**src/rtl/sas_pkg.sv**
```systemverilog
`default_nettype none
// shared constants for the successive-approximation sequencer
package sas_pkg;
  // cpu-side byte addresses
  localparam logic [15:0] ADDR_MODE     = 16'hff2a; // converter_mode_control
  localparam logic [15:0] ADDR_RES_LO   = 16'hff18; // result word, low byte
  localparam logic [15:0] ADDR_RES_HI   = 16'hff19; // result word, high byte
  localparam logic [15:0] ADDR_RES_BYTE = 16'hff1a; // conversion_result_high_byte
  localparam logic [15:0] ADDR_CHAN     = 16'hff29; // channel_select
  localparam logic [15:0] ADDR_PINCFG   = 16'hff2b; // pin_function_config
  localparam logic [15:0] ADDR_PDATA    = 16'hff08; // port8 data latch / pin level
  localparam logic [15:0] ADDR_PDIR     = 16'hff28; // port8_direction
  // widths
  localparam int RES_BITS = 10;
  localparam int NUM_PINS = 8;
  // mode register fields
  localparam int MODE_CONV_BIT = 7; // convert_enable_bit
  localparam int MODE_TIME_LSB = 3; // conv_time_sel_2..0 at 5:3
  localparam int MODE_REF_LSB  = 1; // ref_range_sel_1..0 at 2:1
  localparam int MODE_CMP_BIT  = 0; // comparator_enable_bit
  localparam logic [7:0] MODE_WMASK = 8'hbf; // bit 6 always zero
  localparam logic [2:0] CHAN_WMASK = 3'h7;  // channel field width
  // values after reset
  localparam logic [7:0] MODE_RST   = 8'h00;
  localparam logic [7:0] CHAN_RST   = 8'h00;
  localparam logic [7:0] PINCFG_RST = 8'h00;
  localparam logic [7:0] PDATA_RST  = 8'h00;
  localparam logic [7:0] PDIR_RST   = 8'hff;
  localparam logic [9:0] RES_RST    = 10'h000;
  // conversion clock divider per conv_time_sel value, index 0 rightmost
  localparam logic [7:0][3:0] DIV_TABLE = {4'hc, 4'hc, 4'h2, 4'h3, 4'h4, 4'h6, 4'h8, 4'hc};
  // sampling length in conversion clocks: 22 or 40 clocks per conversion in all
  localparam logic [4:0] SAMPLE_TICKS_STD = 5'h0c;
  localparam logic [4:0] SAMPLE_TICKS_LOW = 5'h1e;
  localparam logic [9:0] SAR_MSB_CODE     = 10'h200;
  // comparator settling time
  localparam int CLK_PERIOD_NS = 40;
  localparam int SETTLE_NS     = 1000;
  localparam logic [4:0] SETTLE_CYC = 5'((SETTLE_NS + CLK_PERIOD_NS - 1) / CLK_PERIOD_NS);
  typedef enum logic [1:0] {SAS_IDLE, SAS_SAMPLE, SAS_CONVERT} sas_phase_type;
endpackage
`default_nettype wire

```
**src/rtl/sas_sar_if.sv**
```systemverilog
`default_nettype none
// link between the sequencer and its approximation register
interface sas_sar_if;
  logic       start;  // load msb trial, begin decisions
  logic       abort;  // drop conversion at once
  logic       tick;   // one conversion clock
  logic       cmp_hi; // comparator: held sample at or above trial
  logic       busy;   // deciding bits
  logic       done;   // one-cycle pulse, result valid
  logic [9:0] trial;  // trial code to resistor string
  logic [9:0] result; // last decided code
  modport ctrl (output start, abort, tick, cmp_hi, input busy, done, trial, result);
  modport core (input start, abort, tick, cmp_hi, output busy, done, trial, result);
endinterface
`default_nettype wire

```
**src/rtl/sas_tick_gen.sv**
```systemverilog
`default_nettype none
// conversion clock divider; restarts whenever run drops
module sas_tick_gen (
  input  wire logic       clk_sys,
  input  wire logic       rst,
  input  wire logic       run,
  input  wire logic [2:0] div_sel,
  output logic            tick
);
  typedef struct packed {
    logic [3:0] cnt; // cycles since last tick
  } sas_tick_type;

  sas_tick_type st_r;
  sas_tick_type st_nxt;
  logic [3:0]   div_last; // terminal count

  assign div_last = sas_pkg::DIV_TABLE[div_sel] - 4'h1;
  assign tick     = run && (st_r.cnt == div_last);

  // free count while running, held at zero when stopped
  always_comb begin
    st_nxt = st_r;
    if (!run || tick) begin
      st_nxt.cnt = 4'h0;
    end else begin
      st_nxt.cnt = st_r.cnt + 4'h1;
    end
  end

  always_ff @(posedge clk_sys) begin
    if (rst) begin
      st_r <= '0;
    end else begin
      st_r <= st_nxt;
    end
  end
endmodule // sas_tick_gen
`default_nettype wire

```
**src/rtl/sas_sar_core.sv**
```systemverilog
`default_nettype none
// successive-approximation register, one bit per tick, msb first
module sas_sar_core (
  input  wire logic clk_sys,
  input  wire logic rst,
  sas_sar_if.core   sar
);
  typedef struct packed {
    logic       busy;   // deciding
    logic       done;   // completion pulse
    logic [9:0] code;   // trial code with decided upper bits
    logic [9:0] mask;   // bit now on trial
    logic [9:0] result; // last full result
  } sas_core_type;

  sas_core_type st_r;
  sas_core_type st_nxt;
  logic [9:0]   decided; // code after this tick's comparison

  assign decided    = sar.cmp_hi ? st_r.code : (st_r.code & ~st_r.mask);
  assign sar.busy   = st_r.busy;
  assign sar.done   = st_r.done;
  assign sar.trial  = st_r.code;
  assign sar.result = st_r.result;

  // abort beats start beats tick
  always_comb begin
    st_nxt      = st_r;
    st_nxt.done = 1'b0;
    if (sar.abort) begin
      st_nxt.busy = 1'b0;
    end else if (sar.start) begin
      st_nxt.busy = 1'b1;
      st_nxt.code = sas_pkg::SAR_MSB_CODE;
      st_nxt.mask = sas_pkg::SAR_MSB_CODE;
    end else if (st_r.busy && sar.tick) begin
      if (st_r.mask[0]) begin // lsb decided
        st_nxt.busy   = 1'b0;
        st_nxt.done   = 1'b1;
        st_nxt.code   = decided;
        st_nxt.result = decided;
      end else begin // keep bit, try next lower one
        st_nxt.code = decided | (st_r.mask >> 1);
        st_nxt.mask = st_r.mask >> 1;
      end
    end
  end

  always_ff @(posedge clk_sys) begin
    if (rst) begin
      st_r <= '0;
    end else begin
      st_r <= st_nxt;
    end
  end
endmodule // sas_sar_core
`default_nettype wire

```
**src/rtl/sar_adc_sequencer.sv**
```systemverilog
`default_nettype none
module sar_adc_sequencer (
  input  wire logic        clk_sys,
  input  wire logic        rst,
  // cpu memory bus, byte wide
  input  wire logic [15:0] bus_addr,
  input  wire logic        bus_rd,
  input  wire logic        bus_wr,
  input  wire logic        bus_bit_wr,
  input  wire logic [2:0]  bus_bit_pos,
  input  wire logic [7:0]  bus_wdata,
  output logic [7:0]       bus_rdata,
  output logic             bus_rvalid,
  output logic             bus_wait,
  // analog front end
  output logic [2:0]       chan_sel,
  output logic             sh_sample,
  output logic             sh_hold,
  output logic [9:0]       dac_code,
  output logic             cmp_enable,
  input  wire logic        cmp_hi,
  // events and status
  output logic             conversion_done_irq,
  output logic             result_suspect,
  // shared port pins
  output logic [7:0]       analog_en,
  input  wire logic [7:0]  pin_din,
  output logic [7:0]       port_dout,
  output logic [7:0]       port_oe
);
  // everything this module remembers
  typedef struct packed {
    sas_pkg::sas_phase_type phase;  // sequencer phase
    logic [7:0]             mode;   // converter_mode_control
    logic [2:0]             chan;   // channel_select
    logic [7:0]             pincfg; // pin_function_config, 1 = analog
    logic [7:0]             pdata;  // port output latch
    logic [7:0]             pdir;   // port8_direction, 1 = input
    logic [9:0]             result; // last completed result
    logic                   irq;    // completion pulse
    logic                   susp;   // last result taken before settling
    logic                   cur_susp; // conversion in flight is suspect
    logic [4:0]             samp;   // sampling ticks elapsed
    logic [4:0]             settle; // cycles since comparator enable
    logic [7:0]             rdata;  // read data latch
    logic                   rvalid; // read answer pulse
    logic                   pend;   // result read in its wait cycle
  } sas_state_type;

  // one flop bank; st_nxt is built by the comb blocks
  // and st_r is the only thing clocked here
  sas_state_type st_r;
  sas_state_type st_nxt;

  // core control travels as one bundle
  // so the two modules cannot drift apart
  sas_sar_if sar (); // link to the approximation register

  logic       conv_on;     // convert_enable_bit
  logic       cmp_on;      // comparator_enable_bit
  logic [2:0] time_sel;    // conv_time_sel_2..0
  logic [1:0] ref_sel;     // ref_range_sel_1..0
  logic       run;         // divider runs outside idle
  logic       tick;        // one conversion clock
  logic [4:0] samp_last;   // last sampling tick
  logic       samp_end;    // sampling finished this cycle
  logic       settled;     // comparator past its settling time
  logic [7:0] rd_mux;      // value for the addressed register
  logic       rd_is_res;   // read targets a result register
  logic [7:0] pin_level;   // port read-back value
  // rd_mux and rd_is_res are plain decode; only
  // the bus branch below registers them

  // field decode of the mode register
  assign conv_on  = st_r.mode[sas_pkg::MODE_CONV_BIT];
  assign cmp_on   = st_r.mode[sas_pkg::MODE_CMP_BIT];
  assign time_sel = st_r.mode[sas_pkg::MODE_TIME_LSB +: 3];
  assign ref_sel  = st_r.mode[sas_pkg::MODE_REF_LSB +: 2];
  // ref_sel only stretches sampling here; the
  // reference itself is analog and outside

  // the wider reference range needs a longer sampling window
  assign samp_last = (ref_sel == 2'h0) ? (sas_pkg::SAMPLE_TICKS_STD - 5'h01)
                                       : (sas_pkg::SAMPLE_TICKS_LOW - 5'h01);
  assign run      = (st_r.phase != sas_pkg::SAS_IDLE);
  assign samp_end = (st_r.phase == sas_pkg::SAS_SAMPLE) && tick && (st_r.samp == samp_last);
  assign settled  = (st_r.settle == sas_pkg::SETTLE_CYC);
  // the counter saturates, so a long idle
  // comparator never wraps back to unsettled

  // conversion clock; timing fields are only safe to change while stopped
  // its own counter keeps the divide out of st_r
  sas_tick_gen u_tick (
    .clk_sys (clk_sys),
    .rst     (rst),
    .run     (run),
    .div_sel (time_sel),
    .tick    (tick)
  );
  // the divider restarts on every run, so the
  // first tick comes a full period in

  // approximation register control
  // start is the last sampling tick, one cycle long
  assign sar.start  = samp_end;
  assign sar.abort  = !conv_on;
  assign sar.tick   = tick;
  assign sar.cmp_hi = cmp_hi;
  // abort is a level: while stopped the core stays
  // idle whatever start says

  sas_sar_core u_core (
    .clk_sys (clk_sys),
    .rst     (rst),
    .sar     (sar)
  );

  // front end: hold from end of sampling until the lsb is decided
  assign sh_sample  = (st_r.phase == sas_pkg::SAS_SAMPLE);
  assign sh_hold    = (st_r.phase == sas_pkg::SAS_CONVERT);
  assign dac_code   = sar.trial;
  assign chan_sel   = st_r.chan;
  assign cmp_enable = cmp_on;
  // both decode one phase register, so sample
  // and hold can never be high together

  // status and bus outputs straight from flip-flops
  assign conversion_done_irq = st_r.irq;
  assign result_suspect      = st_r.susp;
  assign bus_rdata           = st_r.rdata;
  assign bus_rvalid          = st_r.rvalid;
  assign bus_wait            = st_r.pend;
  assign analog_en           = st_r.pincfg;
  // bus_wait is a flop: the stretch shows in the
  // cycle after the request, as the cpu expects

  // per-pin port logic: a pin given to the converter never drives
  // and reads back zero, the others behave as plain port bits
  // an analog pin keeps its buffer off even when
  // its direction bit asks for output
  genvar gi;
  generate
    for (gi = 0; gi < sas_pkg::NUM_PINS; gi++) begin : g_pin
      assign port_dout[gi] = st_r.pdata[gi];
      assign port_oe[gi]   = !st_r.pdir[gi] && !st_r.pincfg[gi];
      assign pin_level[gi] = st_r.pincfg[gi] ? 1'b0 :
                             (st_r.pdir[gi] ? pin_din[gi] : st_r.pdata[gi]);
    end
  endgenerate

  // read decode; unmapped addresses answer zero
  // data are latched at the request, so a result
  // landing in the wait cycle cannot tear a read
  always_comb begin
    rd_mux    = 8'h00;
    rd_is_res = 1'b0;
    unique case (bus_addr)
      sas_pkg::ADDR_MODE: begin
        rd_mux = st_r.mode & sas_pkg::MODE_WMASK;
      end
      sas_pkg::ADDR_RES_LO: begin
        // two lsbs on top, six zeros below
        rd_mux    = {st_r.result[1:0], 6'h00};
        rd_is_res = 1'b1;
      end
      sas_pkg::ADDR_RES_HI: begin
        // high byte of the left-justified word
        rd_mux    = st_r.result[9:2];
        rd_is_res = 1'b1;
      end
      sas_pkg::ADDR_RES_BYTE: begin
        // same eight bits for byte readers
        rd_mux    = st_r.result[9:2];
        rd_is_res = 1'b1;
      end
      sas_pkg::ADDR_CHAN: begin
        rd_mux = {5'h00, st_r.chan};
      end
      sas_pkg::ADDR_PINCFG: begin
        rd_mux = st_r.pincfg;
      end
      sas_pkg::ADDR_PDATA: begin
        // pin level, latch or zero per pin
        rd_mux = pin_level;
      end
      sas_pkg::ADDR_PDIR: begin
        rd_mux = st_r.pdir;
      end
      default: begin
        rd_mux = 8'h00;
      end
    endcase
  end

  // byte write takes the data, bit write replaces one bit with data bit 0
  // a byte write wins when both strobes come
  function automatic logic [7:0] sas_merge(input logic [7:0] old, input logic [7:0] mask);
    logic [7:0] val;
    val = old;
    if (bus_wr) begin
      val = bus_wdata;
    end else if (bus_bit_wr) begin
      val[bus_bit_pos] = bus_wdata[0];
    end
    return val & mask;
  endfunction

  // next-state logic for registers, bus answers and the sequencer
  always_comb begin
    st_nxt        = st_r;
    st_nxt.irq    = 1'b0; // pulse by default
    st_nxt.rvalid = 1'b0;

    // writes and reads have separate paths
    // cpu writes, byte or single bit
    if (bus_wr || bus_bit_wr) begin
      unique case (bus_addr)
        sas_pkg::ADDR_MODE: begin
          st_nxt.mode = sas_merge(st_r.mode, sas_pkg::MODE_WMASK);
        end
        sas_pkg::ADDR_CHAN: begin
          // only the low three bits exist
          st_nxt.chan = 3'(sas_merge({5'h00, st_r.chan},
                                     {5'h00, sas_pkg::CHAN_WMASK}));
        end
        sas_pkg::ADDR_PINCFG: begin
          st_nxt.pincfg = sas_merge(st_r.pincfg, 8'hff);
        end
        sas_pkg::ADDR_PDATA: begin
          // latch only; pins follow via port_dout
          st_nxt.pdata = sas_merge(st_r.pdata, 8'hff);
        end
        sas_pkg::ADDR_PDIR: begin
          // 1 makes the pin an input
          st_nxt.pdir = sas_merge(st_r.pdir, 8'hff);
        end
        default: begin
          // results and unmapped addresses ignore writes
        end
      endcase
    end

    // reads: results answer one cycle later than the rest;
    // a read arriving during the wait cycle is ignored
    if (st_r.pend) begin
      st_nxt.pend   = 1'b0;
      // second cycle of a result read: answer
      st_nxt.rvalid = 1'b1;
    end else if (bus_rd) begin
      // results stretch by one cycle, the rest answer now
      st_nxt.rdata  = rd_mux;
      st_nxt.pend   = rd_is_res;
      st_nxt.rvalid = !rd_is_res;
    end

    // settling counter restarts whenever the comparator is switched off
    if (!cmp_on) begin
      // comparator off: settling starts over
      st_nxt.settle = 5'h00;
    end else if (!settled) begin
      // count to the settling time, then stop
      st_nxt.settle = st_r.settle + 5'h01;
    end

    // phase changes only here; outputs decode it
    // sequencer; dropping the enable ends any phase at the next edge
    unique case (st_r.phase)
      sas_pkg::SAS_IDLE: begin
        // wait for the enable bit
        if (conv_on) begin
          st_nxt.phase    = sas_pkg::SAS_SAMPLE;
          st_nxt.samp     = 5'h00;
          // only the first conversion of a run is checked for settling
          st_nxt.cur_susp = !settled;
        end
      end
      sas_pkg::SAS_SAMPLE: begin
        if (!conv_on) begin
          // stopped while sampling: nothing to keep
          st_nxt.phase = sas_pkg::SAS_IDLE;
        end else if (samp_end) begin
          // window over: the core takes the sample
          st_nxt.phase = sas_pkg::SAS_CONVERT;
          st_nxt.samp  = 5'h00;
        end else if (tick) begin
          // count sampling ticks
          st_nxt.samp = st_r.samp + 5'h01;
        end
      end
      sas_pkg::SAS_CONVERT: begin
        if (!conv_on) begin
          // aborted: result registers keep the last finished code
          st_nxt.phase = sas_pkg::SAS_IDLE;
        end else if (sar.done) begin
          // lsb decided: publish and go again
          st_nxt.result   = sar.result;
          st_nxt.irq      = 1'b1;
          st_nxt.susp     = st_r.cur_susp;
          st_nxt.cur_susp = 1'b0;
          st_nxt.phase    = sas_pkg::SAS_SAMPLE;
          st_nxt.samp     = 5'h00;
        end
      end
    endcase
  end

  // one register for this module's state; named fields reset to package values, the rest to zero
  always_ff @(posedge clk_sys) begin
    if (rst) begin
      st_r          <= '0;
      // then every field with a named reset value
      st_r.phase    <= sas_pkg::SAS_IDLE;
      st_r.mode     <= sas_pkg::MODE_RST;
      st_r.chan     <= sas_pkg::CHAN_RST[2:0];
      st_r.pincfg   <= sas_pkg::PINCFG_RST;
      st_r.pdata    <= sas_pkg::PDATA_RST;
      st_r.pdir     <= sas_pkg::PDIR_RST;
      st_r.result   <= sas_pkg::RES_RST;
    end else begin
      st_r <= st_nxt;
    end
  end
endmodule // sar_adc_sequencer
`default_nettype wire

```
**config.mk**
```make
export PLATFORM = sky130hd
export DESIGN_NAME = sar_adc_sequencer
export DESIGN_NICKNAME = d
export VERILOG_FILES = /design/src/rtl/sas_pkg.sv /design/src/rtl/sas_sar_if.sv /design/src/rtl/sas_tick_gen.sv /design/src/rtl/sas_sar_core.sv /design/src/rtl/sar_adc_sequencer.sv
export SDC_FILE = /design/constraint.sdc
export NUM_CORES = 1
export LEC_CHECK = 0
export ABC_AREA = 1
export BUFFER_PORTS_ARGS = -buffer_cell sky130_fd_sc_hd__buf_2
export CAP_MARGIN = 25
export CORE_MARGIN = 2
export CORE_UTILIZATION = 25
export DETAILED_ROUTE_END_ITERATION = 7
export PLACE_DENSITY = 0.49
export SLEW_MARGIN = 20
export SYNTH_ARGS = -nofsm -noshare
export SYNTH_HDL_FRONTEND = slang
export SYNTH_SLANG_ARGS = --single-unit
```
**constraint.sdc**
```tcl
create_clock -name clk_sys -period 2.03 [get_ports clk_sys]
set_input_delay 0.406 -clock clk_sys [delete_from_list [all_inputs] [get_ports clk_sys]]
set_output_delay 0.406 -clock clk_sys [all_outputs]
set_load 0.05 [all_outputs]
```
==> metrics.md <==
| Metric | Value |
|---|---|
| Outcome | `finished clean` |
| Synth area leader | `dfxtp_1` |
| Crit path buf inv count | `3` |
| Clk pin slew, worst setup/hold paths | `80 ps` |
| Worst-path cell chain | `inv_1, ha_2, inv_1, nor3_2, nand2_1, nor2_2, nand4_1, nand2_8, buf_12, nand2_4, nand2_2, a21oi_2` |
| Die area | `0.0252 mm²` |
| Pwr Total | `~4.8 mW` |
| Place WS | `-73.1 ps` |
| Synthesized cell area | `roughly 0.0060 mm²` |
| Diode count | `0` |
| Synth Register Bits | `109` |
| DP HPWL | `13.1 mm` |
| Total Routing Usage GR | `~14%` |
| Largest net degree at the start of global routing | `47` |
| Hold Path End | `bus_rvalid` |
| Critical Path RT | `~2300 ps` |
| # rows | `56` |
| # setup viols final | `0` |
| Critical path class | `reg2reg` |
| Power Dens Cells | `~650 mW/mm²` |
| Worst-case reg-to-reg path depth | `12` |
| DR vias | `~6000` |
| TNS Setup | `0 ps` |
| Final instance area | `around 0.0074 mm²` |
| DRT antenna net count | `0` |
| Largest family of logic cells by synthesized area | `simple AND/OR/NAND/NOR gates` |
| Drt via density | `around 4.5` |
| Max-capacitance violation count | `0` |
| Post-route DRC | `0` |
| R2R Path End | `u_core.st_r[19]` |
| DP Area | `0.00683 mm²` |
| Synth top area share | `between 30 and 40%` |
| Syn_nets | `~950` |
| Count of pins over their slew limit | `0` |
| Post-Synthesis Cells | `904` |
| Most frequent cells in the layout | `156 x nand2_1, 116 x inv_1, 110 x nor2_1` |
| Minimum clock period | `about 2000 ps` |
| TritonCTS clock tree | `built` |
| Fmax | `between 0.5 and 0.6 GHz` |
| CP Max Fanout | `5` |
| Placed instance count | `1299` |
| Xor and xnor area share after synthesis | `less than 1%` |
| Post-synthesis mux area share | `less than 1%` |
| Area Growth Syn to Fin | `24.4%` |
| Hold Path Depth | `3` |
| Final Util | `around a third` |
| Root Driver | `clkbuf_16` |
| Width of the die | `159 µm` |
| H-tree depth | `3` |
| Synth Area in Compound Gates | `approximately 17%` |
| RSZ-0062 raised after global routing | `true` |
| Total grt overflow | `0` |
| Clock Sink Count | `109` |
| Non-filler cells, final | `between 1000 and 1500` |
| Slew margin rel. | `between 60% and 70%` |
| Leak | `3.23 nW` |
| Arrival time at the worst endpoint | `between 2000 and 2500 ps` |
| Syn avg cell area | `around 6.6 µm²` |
| Synth top area cells | `dfxtp_1 37%, nand2_1 11%, a21oi_1 7.5%` |
| Initial DRC count | `roughly 420` |
| Final Hold Fails | `0` |
| Synth cell types | `38` |
| Worst-Skew Late Latency | `around 360 ps` |
| Peak VDD IR | `~0.32 mV` |
| Die height | `159 µm` |
| Adder-cell share of the synthesized area | `approximately 1.9%` |
| Wire per inst | `roughly 13 µm` |
| Proportion of layout cells with a drive suffix above 1 | `a little under a quarter` |
| Io pins | `93` |
| Crit-path most repeated cell | `inv_1` |
| Initial antenna violation count | `0` |
| Core footprint | `0.0235 mm²` |
| Post-Route WL | `approximately 18 mm` |
| Worst flop-to-flop path startpoint | `st_r[69]` |
| Worst Hold Class | `in2reg` |
| Fillers | `about 2600` |
| Top delay family on crit path | `simple AND/OR/NAND/NOR gates` |
| Startpoint Class | `register` |
| Worst path max stage delay | `just over 300 ps` |
| Critical path capture point type | `register` |
| Number of global-route vias before repair | `about 5600` |
| Slowest cell on the critical path | `dfxtp_1` |
| Nets | `around 1100` |
| Final hold slack | `about 310 ps` |
| Predominant post-synthesis flop cell | `dfxtp_1` |
| Fraction of registers with async set/reset | `0%` |
| Clock tree buffer depth | `2` |
| Yosys warns | `0` |
| Sequential area share after synthesis | `about 37%` |
| Setup slack, reg-to-reg | `roughly 32 ps` |
| Total CTS buffers | `9` |
| Final worst path period share | `98.4%` |
| Port-buffer cells | `roughly 90` |
| Synth Area in Simple Gates | `between 20% and 30%` |
| Commonest non-fill, non-tap cell in the layout | `nand2_1` |
| Least-Margin Pin Slew | `between 500 and 600 ps` |
| Routability congestion estimate | `roughly 0.84` |
| First-pass GRT wire length | `~28 mm` |
| Critical path depth | `12` |
| CP Launch Point | `st_r[69]` |
| EDFF count, synth | `0` |
| Final setup margin | `around 32 ps` |
| Initial Util | `between 20% and 30%` |
| 1st-pass router iterations | `5` |
| Hold path startpoint | `bus_rd` |
| Max Clock Skew | `approximately 16 ps` |
==> repair_timing <==
item | CTS | global route
gates cloned | 0 | 4
resized for setup | 4 | 54
endpoints found under the setup margin | 14 | 37
pin swaps | 1 | 17
setup buffers | 1 | 4
hold buffers | 0 | 0
==> synthesized netlist by cell type (2+ instances only) <==
cell      number
nand2_1      173
inv_1        119
nor2_1       116
dfxtp_1      109
a21oi_1       90
o21ai_0       64
nand3_1       58
buf_4         39
clkbuf_1      19
nand4_1       19
nor3_1        17
nor2_2        10
ha_1           9
inv_2          8
a211oi_1       5
a22oi_1        5
o21a_1         5
o311ai_0       5
xor2_1         4
nand2_2        3
o211a_1        3
o22ai_1        3
o311ai_1       3
or2_2          3
buf_2          2
==> cell families after synthesis <==
logic type / Yosys count
AOI/OAI and AO/OA: 187
adders and majority gates: 9
DFF: 109
and+or+nand+nor: 404
buffers and inverters: 189
muxes: 1
xor gates and xnor gates: 5
==> area by class of cell <==
class	count	area [µm²]	share of cell area, %
multi-input cells	606	3100	41.7
clock buffers	11	243	3.26
inverters	127	483	6.49
clock inverters	5	57.6	0.774
flip-flops and latches	109	2180	29.4
well taps	319	399	5.37
repair buffers	147	968	13.0
==> registers in the layout, indices dropped and copies added (netlist names), 2 cells and up, named ones only <==
name,flops
u_tick.st_r,4
u_core.sar.result,10
bus_rdata,8
u_core.st_r,10
st_r,34
u_core.sar.trial,10
analog_en,8
ref_sel,2
port_dout,8
chan_sel,3
==> layer usage <==
metal	wire length [µm]	track usage [%]	vias up
met5	0	0	-
met4	251	4.12	0
met3	740	2.20	18
met2	8270	23.7	112
met1	8420	18.1	2730
li1	-	-	3092
==> how the worst max path moves through the flow <==
stage                          end  slack (ps)
6_report           u_core.st_r[19]          30
5_1_grt        u_core.sar.trial[8]        -140
4_1_cts            u_core.st_r[19]           7
3_5_place_dp   u_core.sar.trial[6]         -70
3_3_place_gp   u_core.sar.trial[8]         -30
2_1_floorplan      u_core.st_r[18]           9
==> power breakdown <==
group / internal [mW] / total, mW / switching (mW)
Clock: 0.998 / 1.84 / 0.846
Sequential: 2.18 / 2.22 / 0.0372
Combinational: 0.250 / 0.782 / 0.532
==> worst reg2reg max path, stage by stage, from the launching register on <==
cell and delay [ps]:
dfxtp_1 310, inv_1 100, ha_2 190, inv_1 60, nor3_2 100, nand2_1 120, nor2_2 230, nand4_1 280
nand2_8 200, buf_12 140, nand2_4 50, nand2_2 60, a21oi_2 50
Note: power is estimated with default switching activity, not from simulation.
